### src/include/lane_pkg.sv
// Constants shared by the lane input stage and its control decoder.
// Assumes a 32-bit APB register bus and 10-bit line characters.
package lane_pkg;
  // Lane word widths
  localparam int TMDS_W = 20;
  localparam int FRL_W  = 40;
  localparam int CHAR_W = 10;
  localparam int LANES  = 4;
  localparam int CTL_PER_PIX = 6;

  // Register byte offsets
  localparam logic [7:0] OFF_CONTROL = 8'h00;
  localparam logic [7:0] OFF_STATUS  = 8'h04;
  localparam logic [7:0] OFF_CTLBITS = 8'h08;
  localparam logic [7:0] OFF_WORDCNT = 8'h0C;

  // Control register fields
  localparam int CTRL_ENABLE = 0;
  localparam int CTRL_FRL    = 1;
  localparam int CTRL_DVI    = 2;
  localparam logic [2:0] CONTROL_RESET = 3'h0;

  // Status register fields
  localparam int STAT_READY   = 0;
  localparam int STAT_RUN     = 1;
  localparam int STAT_ACTIVE  = 4;
  localparam int STAT_FRL     = 8;
  localparam int STAT_SUPPORT = 9;

  // Control characters and the two bits they carry
  localparam logic [9:0] CHAR_CTL_00 = 10'h354;
  localparam logic [9:0] CHAR_CTL_01 = 10'h0AB;
  localparam logic [9:0] CHAR_CTL_10 = 10'h154;
  localparam logic [9:0] CHAR_CTL_11 = 10'h2AB;

  // Operating states
  typedef enum logic [2:0] {
    ST_OFF  = 3'b001,
    ST_WAIT = 3'b010,
    ST_RUN  = 3'b100
  } run_state_e;
endpackage

### src/include/ctrl_char_if.sv
// Carrier between the lane stage and one control character decoder.
// Assumes the character is stable whenever the lane stage samples it.
interface ctrl_char_if;
  logic [9:0] char_word;
  logic [1:0] ctl_bits;
  logic       is_ctrl;
  modport decoder (input char_word, output ctl_bits, output is_ctrl);
  modport user    (output char_word, input ctl_bits, input is_ctrl);
endinterface

### src/ctrl_decode.sv
// Decoder of one 10-bit control character into two control bits.
// Assumes a purely combinational use inside the lane stage.
module ctrl_decode (
  // Character in, bits out
  ctrl_char_if.decoder port_c
);
  wire hit_00 = port_c.char_word == lane_pkg::CHAR_CTL_00;
  wire hit_01 = port_c.char_word == lane_pkg::CHAR_CTL_01;
  wire hit_10 = port_c.char_word == lane_pkg::CHAR_CTL_10;
  wire hit_11 = port_c.char_word == lane_pkg::CHAR_CTL_11;

  // Bits are {second, first} control bit of the channel
  assign port_c.is_ctrl  = hit_00 | hit_01 | hit_10 | hit_11;
  assign port_c.ctl_bits = {hit_10 | hit_11, hit_01 | hit_11};
endmodule

### src/sink_lane_input_mapping.sv
// Receive lane input stage: lane capture, mode mapping, DVI control bits.
// Assumes lane clocks far slower than pclk and APB master on pclk.

// Summary of operation
// RULE_01 - Without FRL support each lane word is 20 bits wide.
// RULE_02 - With FRL support each lane word is 40 bits wide.
// RULE_03 - In TMDS mode only the low 20 bits of each word are used.
// RULE_04 - In FRL mode all 40 bits of each active lane are used.
// RULE_05 - Blue, green, red inputs carry channel or lane 0, 1, 2.
// RULE_06 - Clock lane input ignored in TMDS, used as lane 3 in FRL.
// RULE_07 - Ready input comes from transceiver reset controller; core runs only when set.
// RULE_08 - DVI mode outputs four control bits per pixel from green and red, in a six-bit field.
// RULE_09 - Lanes wired straight to transceivers, or through FIFO and oversampling.
module sink_lane_input_mapping #(
  parameter bit SUPPORT_FRL = 1'b1,
  localparam int LANE_W = SUPPORT_FRL ? lane_pkg::FRL_W : lane_pkg::TMDS_W,
  localparam int PIX_N  = lane_pkg::TMDS_W / lane_pkg::CHAR_W
) (
  // Clock and reset
  input  wire logic                               pclk,
  input  wire logic                               presetn,
  // APB slave
  input  wire logic [7:0]                         paddr,
  input  wire logic                               psel,
  input  wire logic                               penable,
  input  wire logic                               pwrite,
  input  wire logic [31:0]                        pwdata,
  output logic      [31:0]                        prdata,
  output logic                                    pready,
  output logic                                    pslverr,
  // Transceiver lanes and their clocks
  input  wire logic [LANE_W-1:0]                  blue_in,
  input  wire logic [LANE_W-1:0]                  green_in,
  input  wire logic [LANE_W-1:0]                  red_in,
  input  wire logic [LANE_W-1:0]                  clock_lane_in,
  input  wire logic [lane_pkg::LANES-1:0]         link_speed_clock,
  input  wire logic                               ready_to_operate,
  // Mapped lane words
  output logic [lane_pkg::LANES-1:0][LANE_W-1:0]  lane_word,
  output logic [lane_pkg::LANES-1:0]              lane_valid,
  // Decoder status
  output logic [PIX_N*lane_pkg::CTL_PER_PIX-1:0]  ctrl,
  output logic                                    dvi_mode,
  output logic                                    running
);
  localparam int L = lane_pkg::LANES;
  localparam logic [LANE_W-1:0] TMDS_MASK = LANE_W'({lane_pkg::TMDS_W{1'b1}});

  // Raw lane words, index 0 blue through 3 clock lane
  wire [L-1:0][LANE_W-1:0] raw_word;
  assign raw_word = {clock_lane_in, red_in, green_in, blue_in}; // RULE_05 RULE_01 RULE_02

  // Synchronisers
  logic [L-1:0]             lclk_s1_q;
  logic [L-1:0]             lclk_s2_q;
  logic [L-1:0]             lclk_s3_q;
  logic [L-1:0][LANE_W-1:0] data_s1_q;
  logic [L-1:0][LANE_W-1:0] data_s2_q;
  logic                     rdy_s1_q;
  logic                     rdy_s2_q;

  // Register state
  logic [2:0]               control_q;
  logic [31:0]              wordcnt_q;
  logic [31:0]              prdata_q;
  logic                     pready_q;
  logic                     pslverr_q;
  lane_pkg::run_state_e     state_q;
  lane_pkg::run_state_e     state_d;

  // Output registers
  logic [L-1:0][LANE_W-1:0] lane_word_q;
  logic [L-1:0]             lane_valid_q;
  logic                     dvi_mode_q;
  logic                     running_q;
  logic [1:0]               ctl_q [PIX_N][2];

  // Ready synchroniser
  always_ff @(posedge pclk or negedge presetn) begin
    if (!presetn) begin
      rdy_s1_q <= 1'b0;
      rdy_s2_q <= 1'b0;
    end else begin
      rdy_s1_q <= ready_to_operate;
      rdy_s2_q <= rdy_s1_q;
    end
  end

  // Lane data sampled on pclk; upstream path decides direct or oversampled
  genvar gl;
  generate
    for (gl = 0; gl < L; gl++) begin : g_sync
      always_ff @(posedge pclk or negedge presetn) begin
        if (!presetn) begin
          lclk_s1_q[gl] <= 1'b0;
          lclk_s2_q[gl] <= 1'b0;
          lclk_s3_q[gl] <= 1'b0;
          data_s1_q[gl] <= '0;
          data_s2_q[gl] <= '0;
        end else begin
          lclk_s1_q[gl] <= link_speed_clock[gl];
          lclk_s2_q[gl] <= lclk_s1_q[gl];
          lclk_s3_q[gl] <= lclk_s2_q[gl];
          data_s1_q[gl] <= raw_word[gl]; // RULE_09
          data_s2_q[gl] <= data_s1_q[gl];
        end
      end
    end
  endgenerate

  // Falling link edge: mid-period, word long settled
  wire [L-1:0] link_fall = lclk_s3_q & ~lclk_s2_q;

  // Mode selection
  wire ctl_enable = control_q[lane_pkg::CTRL_ENABLE];
  wire frl_eff    = SUPPORT_FRL & control_q[lane_pkg::CTRL_FRL]; // RULE_01 RULE_02
  wire dvi_sel    = control_q[lane_pkg::CTRL_DVI] & ~frl_eff;
  wire run        = state_q == lane_pkg::ST_RUN;

  // Operating state
  always_comb begin
    case (state_q)
      lane_pkg::ST_OFF:  state_d = ctl_enable ? lane_pkg::ST_WAIT : lane_pkg::ST_OFF;
      lane_pkg::ST_WAIT: state_d = !ctl_enable ? lane_pkg::ST_OFF :
                                   rdy_s2_q ? lane_pkg::ST_RUN : lane_pkg::ST_WAIT; // RULE_07
      lane_pkg::ST_RUN:  state_d = !ctl_enable ? lane_pkg::ST_OFF :
                                   !rdy_s2_q ? lane_pkg::ST_WAIT : lane_pkg::ST_RUN; // RULE_07
      default:           state_d = lane_pkg::ST_OFF;
    endcase
  end

  always_ff @(posedge pclk or negedge presetn) begin
    if (!presetn) begin
      state_q <= lane_pkg::ST_OFF;
    end else begin
      state_q <= state_d;
    end
  end

  // Lane activity and consumed words
  wire [L-1:0]             lane_active;
  wire [L-1:0][LANE_W-1:0] used_word;
  generate
    for (gl = 0; gl < L; gl++) begin : g_map
      if (gl == L - 1) begin : g_clk_lane
        assign lane_active[gl] = run & frl_eff; // RULE_06
      end else begin : g_colour
        assign lane_active[gl] = run; // RULE_05
      end
      assign used_word[gl] = frl_eff ? data_s2_q[gl] : (data_s2_q[gl] & TMDS_MASK); // RULE_03 RULE_04
      always_ff @(posedge pclk or negedge presetn) begin
        if (!presetn) begin
          lane_word_q[gl]  <= '0;
          lane_valid_q[gl] <= 1'b0;
        end else begin
          lane_valid_q[gl] <= link_fall[gl] & lane_active[gl];
          if (!lane_active[gl]) begin
            lane_word_q[gl] <= '0;
          end else if (link_fall[gl]) begin
            lane_word_q[gl] <= used_word[gl];
          end
        end
      end
    end
  endgenerate

  // DVI control bits from green (ch 0) and red (ch 1)
  genvar gp;
  genvar gc;
  generate
    for (gp = 0; gp < PIX_N; gp++) begin : g_pix
      for (gc = 0; gc < 2; gc++) begin : g_ch
        ctrl_char_if cc ();
        ctrl_decode u_dec (
          .port_c (cc.decoder)
        );
        assign cc.char_word = data_s2_q[gc+1][gp*lane_pkg::CHAR_W +: lane_pkg::CHAR_W];
        wire take = run & dvi_sel & link_fall[gc+1] & cc.is_ctrl;
        always_ff @(posedge pclk or negedge presetn) begin
          if (!presetn) begin
            ctl_q[gp][gc] <= 2'h0;
          end else if (!run || !dvi_sel) begin
            ctl_q[gp][gc] <= 2'h0;
          end else if (take) begin
            ctl_q[gp][gc] <= cc.ctl_bits; // RULE_08
          end
        end
      end
      // Bits 5..2 are control bits three..zero, 1..0 reserved zero
      assign ctrl[gp*lane_pkg::CTL_PER_PIX +: lane_pkg::CTL_PER_PIX] =
        {ctl_q[gp][1], ctl_q[gp][0], 2'h0}; // RULE_08
    end
  endgenerate

  // APB decode
  wire        setup_ph  = psel & ~penable;
  wire        access_ok = psel & penable & pready_q;
  wire        wr_ok     = access_ok & pwrite;
  wire        hit_ctl   = paddr == lane_pkg::OFF_CONTROL;
  wire        hit_stat  = paddr == lane_pkg::OFF_STATUS;
  wire        hit_bits  = paddr == lane_pkg::OFF_CTLBITS;
  wire        hit_cnt   = paddr == lane_pkg::OFF_WORDCNT;
  wire        hit_any   = hit_ctl | hit_stat | hit_bits | hit_cnt;
  wire [31:0] status_w;
  wire [31:0] rd_mux;
  assign status_w = {22'h0, SUPPORT_FRL, frl_eff, lane_active, 2'h0, run, rdy_s2_q};
  assign rd_mux   = hit_ctl  ? {29'h0, control_q} :
                    hit_stat ? status_w :
                    hit_bits ? 32'(ctrl) :
                    hit_cnt  ? wordcnt_q : 32'h0;

  // One wait-free access: answer ready in the access cycle
  always_ff @(posedge pclk or negedge presetn) begin
    if (!presetn) begin
      pready_q  <= 1'b0;
      pslverr_q <= 1'b0;
      prdata_q  <= 32'h0;
    end else begin
      pready_q  <= setup_ph;
      pslverr_q <= setup_ph & ~hit_any;
      if (setup_ph) begin
        prdata_q <= pwrite ? 32'h0 : rd_mux;
      end
    end
  end

  // Control register and captured word counter
  always_ff @(posedge pclk or negedge presetn) begin
    if (!presetn) begin
      control_q <= lane_pkg::CONTROL_RESET;
    end else if (wr_ok && hit_ctl) begin
      control_q <= pwdata[2:0];
    end
  end

  always_ff @(posedge pclk or negedge presetn) begin
    if (!presetn) begin
      wordcnt_q <= 32'h0;
    end else if (link_fall[0] && lane_active[0]) begin
      wordcnt_q <= wordcnt_q + 32'h1;
    end else if (wr_ok && hit_cnt) begin
      wordcnt_q <= 32'h0;
    end
  end

  always_ff @(posedge pclk or negedge presetn) begin
    if (!presetn) begin
      dvi_mode_q <= 1'b0;
      running_q  <= 1'b0;
    end else begin
      dvi_mode_q <= run & dvi_sel;
      running_q  <= state_d == lane_pkg::ST_RUN;
    end
  end

  assign prdata     = prdata_q;
  assign pready     = pready_q;
  assign pslverr    = pslverr_q;
  assign lane_word  = lane_word_q;
  assign lane_valid = lane_valid_q;
  assign dvi_mode   = dvi_mode_q;
  assign running    = running_q;
endmodule

### config.mk
export PLATFORM = sky130hd
export DESIGN_NAME = sink_lane_input_mapping
export DESIGN_NICKNAME = d
export VERILOG_FILES = /design/src/include/lane_pkg.sv /design/src/include/ctrl_char_if.sv /design/src/ctrl_decode.sv /design/src/sink_lane_input_mapping.sv
export SDC_FILE = /design/constraint.sdc
export NUM_CORES = 1
export LEC_CHECK = 0
export BUFFER_PORTS_ARGS = -buffer_cell sky130_fd_sc_hd__buf_2
export CAP_MARGIN = 20
export CELL_PAD_IN_SITES_DETAIL_PLACEMENT = 0
export CELL_PAD_IN_SITES_GLOBAL_PLACEMENT = 1
export CORE_UTILIZATION = 43
export DETAILED_ROUTE_END_ITERATION = 16
export GPL_TIMING_DRIVEN = 0
export PLACE_DENSITY_LB_ADDON = 0.2
export SYNTH_ARGS = -nofsm -noshare
export SYNTH_HDL_FRONTEND = slang
export SYNTH_SLANG_ARGS = --single-unit
export TNS_END_PERCENT = 100
### constraint.sdc
create_clock -name pclk -period 2.3 [get_ports pclk]
set_input_delay 0.46 -clock pclk [delete_from_list [all_inputs] [get_ports pclk]]
set_output_delay 0.46 -clock pclk [all_outputs]
set_load 0.02 [all_outputs]
[Yosys cells after proc, flatten, opt, wreduce, memory -nomap -nowiden]
Index checks and enable logic that the tools add are counted.
Cells by class
  $add $sub $neg: 1
  equality and inequality tests: 27
  multiplexer cells: 31
  bitwise operators: 46
  reduce and logical (&&, ||, !) cells: 13
Operators by type and width (count)
  2-to-1 mux 40 bit: 12
  2-to-1 mux 32 bit: 7
  == test 10 bit (second input constant): 8
  == test 10 x 8 -> 1 bit (second input constant): 4
  == test 10 x 9 -> 1 bit (second input constant): 4
  adder 32 x 1 -> 32 bit (second input constant): 1
  OR 1 bit: 23
  bitwise AND 1 bit: 18
  2-to-1 mux 2 bit: 9
  == test 8 x 4 -> 1 bit (second input constant): 2
  nonzero test 2 bit: 5
  == test 8 x 3 -> 1 bit (second input constant): 1
  zero test 8 bit: 1
  != test 2 bit (second input constant): 4
  == test 3 bit (second input constant): 2
  2-to-1 mux 3 bit: 2
  one-hot mux 3 bit (2 select lines): 1
  bitwise AND 4 bit: 1
  NOT 4 bit: 1
  == test 3 x 1 -> 1 bit (second input constant): 1
  == test 3 x 2 -> 1 bit (second input constant): 1
  logical AND 1 bit: 3
  NOT 1 bit: 3
  zero test 1 bit: 2
  other kinds (2): 2
Storage, ports and cells
  bits in registers: 580
  output and inout port bits: 212

[Longest topological paths before layout]
  word-level depth: 7
  gate-level depth with buffers: 8

[Hierarchy]
A second synthesis with hierarchy kept.
Unflattened totals
  cell total of the unflattened synthesis: 1140
  area total of the unflattened synthesis: 18517.8 um^2
Modules (own cells, without submodules)
  sink_lane_input_mapping: times used 1, cells an instance 1100, area each 18172.4 um^2
  ctrl_decode: times used 4, cells an instance 10, area each 86.3 um^2

[Least setup slack after synthesis]
Ideal clock, no wire load.
  path type: reg2reg
  start: reg state_q[1]
  end: reg wordcnt_q[16]
  arrival time: 1888 ps
  required time: 2171 ps
  setup slack: 283 ps
  stages on the path, launching flop included: 8
  buffers on the path: 3
  clock period less this slack: 2017 ps
  cell sequence: dfrtp_1 buf_6 or3b_1 buf_6 or4_1 buf_2 o221ai_2 o31ai_2
On the way
  word-level cells in the longest chain between the ends: 3
  elaborated cells on any way between the ends: 4
  classes of those cells: eq/ne: 1; mux: 1; reduce/logical: 2
RTL lines
  from (decl): RTL line sink_lane_input_mapping.sv:68  | lane_pkg::run_state_e state_q;
  from (signal assigned): RTL line sink_lane_input_mapping.sv:134  | state_q <= lane_pkg::ST_OFF;
  from (signal assigned): RTL line sink_lane_input_mapping.sv:136  | state_q <= state_d;
  == test 3 bit (*): RTL line sink_lane_input_mapping.sv:118  | wire run = state_q == lane_pkg::ST_RUN;
  logical AND 1 bit (*): RTL line sink_lane_input_mapping.sv:239  | end else if (link_fall[0] && lane_active[0]) begin
  2-to-1 mux 32 bit or nonzero test 2 bit (tied branches)
  to (signal assigned): RTL line sink_lane_input_mapping.sv:240  | wordcnt_q <= wordcnt_q + 32'h1;
  to (decl): RTL line sink_lane_input_mapping.sv:64  | logic [31:0] wordcnt_q;
Mark *: on every way between the ends. The rest lies on a longest branch, timed or not.
A chain may end at the register's enable or synchronous reset.

[Worst setup path after layout]
Ends and elaborated chain as after synthesis.

==> key figures <==
Placed design
  – Placed Cells incl. Taps: roughly 2,200
  – Area after DPL: 21,300 um^2
  – DP HPWL: approximately 30 mm
  – Port Buf Inserts: 387
  – Placer congestion estimate: 0.824
  – Pre-CTS setup slack: -170 ps

Yosys
  – Unique cell type count in the Yosys netlist: 60
  – Predominant post-synthesis flop cell: sky130_fd_sc_hd__dfrtp_1
  – Proportion of synthesized chip area in sequential cells: 0.782
  – Avg Synthesized Cell Area: approximately 15 um^2
  – Count of state elements after synthesis: between 500 and 600
  – Post-synth EDFFs: 0
  – Synthesized cell area: between 15,000 and 20,000 um^2
  – Synth Warn #: 0
  – Share of synthesized registers carrying an async set or reset: 1.00
  – Number of instances in the synthesized netlist: between 1,000 and 1,500

Detailed routing
  – DRC Markers: 0
  – Total Routed Length: approximately 45 mm
  – Via count of the routed design: ~12,000
  – Wire length per cell after detailed routing: ~19 um
  – Iteration count of the initial detailed-routing pass: 5
  – Mean number of vias per cell: roughly 4.9
  – 1st-iter DRT viols: between 600 and 700
  – Count of nets left with antenna violations after detail routing: 0

Power and ir drop
  – Leakage power: about 12 nW
  – Fraction of power consumed by the clock network: 0.469
  – Peak supply drop: between 700 and 800 uV
  – Sequential share of power: 0.495
  – Total power density per cell area: 853 nW/um^2
  – P_int: ~0.017 W
  – Switch share: 0.209
  – Net switching component of the power: 0.00447 W
  – Fraction of power consumed by combinational cells: 0.036

Floorplanning
  – Standard-cell rows: 75
  – Starting utilization of the core area: 0.440
  – Core Area: ~42,000 um^2
  – Chip Height: roughly 210 um
  – Chip width: ~210 um
  – Top-Level Pins: between 400 and 500
  – Area enclosed by the die boundary: between 40,000 and 50,000 um^2

Global routing
  – First-pass GRT wire length: 71.0 mm
  – Overall global routing resource usage: 0.209
  – Vias in the first global route: approximately 13,000
  – Remaining global-route overflow: 0
  – Pin count of the biggest net entering global routing: around 130
  – Number of antenna violations at the first check in global routing: 1

Final layout
  – Non-Filler Instances: between 2,000 and 2,500
  – # nets final: approximately 2,000
  – Top library cells by usage in the layout, fill and taps aside: sky130_fd_sc_hd__dfrtp_1, sky130_fd_sc_hd__buf_2, sky130_fd_sc_hd__dlygate4sd3_1
  – Synth-to-layout area growth: 35.3%
  – Diode count: 0
  – Fraction of layout cells with a size suffix above 1: 0.289
  – Summed area of non-filler cells in the final layout: ~25,000 um^2
  – Most common cell after layout, fill and taps aside: sky130_fd_sc_hd__dfrtp_1

Timing
  – WHS: 94.0 ps
  – Slack of the critical path: between 150 and 200 ps
  – Final setup violation count: 0
  – Number of slew-limit violations in the final report: 0
  – Actual transition at the worst max-transition pin: 796 ps
  – Min cycle time layout: ~2100 ps
  – Clock Skew: about 21 ps
  – Fmax: between 400 and 500 MHz
  – Unrepaired setup endpoints after global routing: no
  – Final cycle utilization of the critical path: 0.933
  – Final Hold Viols: 0
  – Worst rel slew slack: 0.465

Run
  – MaxCap Viol Count: 0

CTS
  – CTS HTree Levels: 2
  – Clock transition at the registers of the reported paths: roughly 60 ps
  – Clock root buffer: sky130_fd_sc_hd__clkbuf_16
  – Number of buffers added by the clock tree synthesis step: 58
  – CTS tree: built
  – TritonCTS Sinks: slightly below 600
  – Worst-Skew Late Latency: 620 ps
  – Buffers from clock root to sink, at most: 3

Critical path
  – Worst path required time: approximately 2800 ps
  – Setup Crit Path Kind: reg2reg
  – Critical path data arrival time: around 2600 ps
  – Sort of element at the start of the critical path: flip-flop
  – Origin of the worst setup path: state_q[1]$_DFF_PN0_
  – Maximum fanout along the worst path: 10
  – Worst flop-to-flop path startpoint: state_q[1]$_DFF_PN0_
  – Endpoint class of the critical path: flip-flop
  – Worst R2R Setup Slack: approximately 150 ps

Min path
  – Critical hold path startpoint: pwdata[0]
  – Hold Crit Class: in2reg

Outcome
  – Run status: finished clean
[power groups by stage]
| stage | combinational [W] | sequential, W | clock (W) |
|---|---|---|---|
| 3_3_place_gp | 0.000504 | 0.0108 | 0 |
| 6_report | 0.000761 | 0.0106 | 0.0101 |
| 5_1_grt | 0.000853 | 0.0106 | 0.0107 |
| 2_1_floorplan | 0.000118 | 0.0108 | 0 |
| 4_1_cts | 0.000771 | 0.0106 | 0.0103 |
| 3_5_place_dp | 0.000539 | 0.0108 | 0 |
[critical path, cell delays in order (launching register included)]
cell                       delay, ps
sky130_fd_sc_hd__dfrtp_1         370
sky130_fd_sc_hd__buf_6           140
sky130_fd_sc_hd__or3b_1          380
sky130_fd_sc_hd__buf_6           170
sky130_fd_sc_hd__or4_1           510
sky130_fd_sc_hd__buf_2           180
sky130_fd_sc_hd__o221ai_2        180
sky130_fd_sc_hd__o31ai_2          90
[per-layer routing]
metal  vias to the layer above  global-route usage  share of wire
met2                       328               0.343           0.50
met3                        96              0.0453          0.051
met1                      6006               0.268           0.41
li1                       5545                   -              -
met5                         -                   0              0
met4                         0              0.0899          0.035
[final timing paths]
path	end	cells after the start
min in group asynchronous	prdata[29]$_DFFE_PN0P_	2
min	control_q[0]$_DFFE_PN0P_	2
max	wordcnt_q[16]$_DFFE_PN0P_	7
max in group asynchronous	data_s2_q[70]$_DFF_PN0_	4
min reg2reg	data_s2_q[112]$_DFF_PN0_	0
max reg2reg	wordcnt_q[16]$_DFFE_PN0P_	7
[cell usage after synthesis, types with 6 or more instances]
library cell	n	area, um^2
sky130_fd_sc_hd__a21oi_1	56	280
sky130_fd_sc_hd__nor2_1	15	56.3
sky130_fd_sc_hd__nor3b_1	6	45.0
sky130_fd_sc_hd__clkbuf_1	44	165
sky130_fd_sc_hd__o211ai_1	7	52.6
sky130_fd_sc_hd__nand3_1	19	95.1
sky130_fd_sc_hd__dfrtp_1	579	14500
sky130_fd_sc_hd__nor3_1	10	50.1
sky130_fd_sc_hd__nor2b_1	14	87.6
sky130_fd_sc_hd__nand2_1	117	439
sky130_fd_sc_hd__nand4_1	20	125
sky130_fd_sc_hd__mux2i_1	28	280
sky130_fd_sc_hd__a22o_1	140	1230
sky130_fd_sc_hd__buf_1	7	26.3
sky130_fd_sc_hd__nor4bb_1	6	60.1
sky130_fd_sc_hd__mux2_2	9	101
sky130_fd_sc_hd__inv_1	16	60.1
sky130_fd_sc_hd__o21ai_0	26	130
sky130_fd_sc_hd__buf_2	10	50.1
[metrics by stage]
stage,util,power (W),TNS [ps]
finish,0.595,0.0214,0
global route,0.595,0.0222,0
CTS,0.594,0.0217,0
detailed placement,0.505,0.0113,-11020
global placement,0.502,0.0113,-6172290
floorplan,-,0.0109,0
[sequential cells by signal, indices dropped and copies added (netlist names)]
register    flops
running         1
lclk_s2_q       4
ctrl            8
prdata         32
lclk_s1_q       4
state_q         3
lane_word     160
rdy_s2_q        1
lclk_s3_q       4
data_s1_q     160
pslverr         1
wordcnt_q      32
pready          1
lane_valid      4
dvi_mode        1
rdy_s1_q        1
data_s2_q     160
control_q       3
[repair_timing]
item,4_1_cts,5_1_grt
hold buffers,166,0
buffers inserted,0,0
setup endpoints to repair,61,357
pin swaps,0,0
endpoints found under the hold margin,276,0
gates resized for setup,8,12
[cell families after synthesis]
family / after synthesis / synth area share
XOR/XNOR: 1 / 0.000472
buffers and inverters: 86 / 0.0200
AND/OR/NAND/NOR: 250 / 0.0711
AO/OA/AOI/OAI: 260 / 0.105
adder cells (fa/ha/maj): 1 / 0.000674
other: 1 / 0.000202
flip-flops: 580 / 0.782
multiplexers: 37 / 0.0206
[layout make-up]
type | instances | area, um^2
plain buffers | 69 | 318
clock buffers | 79 | 1650
clock inverters | 31 | 450
fillers | 3345 | 17100
inverters | 17 | 63.8
multi-input cells | 553 | 3710
flip-flops and latches | 580 | 14500
well taps | 539 | 674
repair buffers | 558 | 3730
Note: power is estimated with default switching activity, not from simulation.
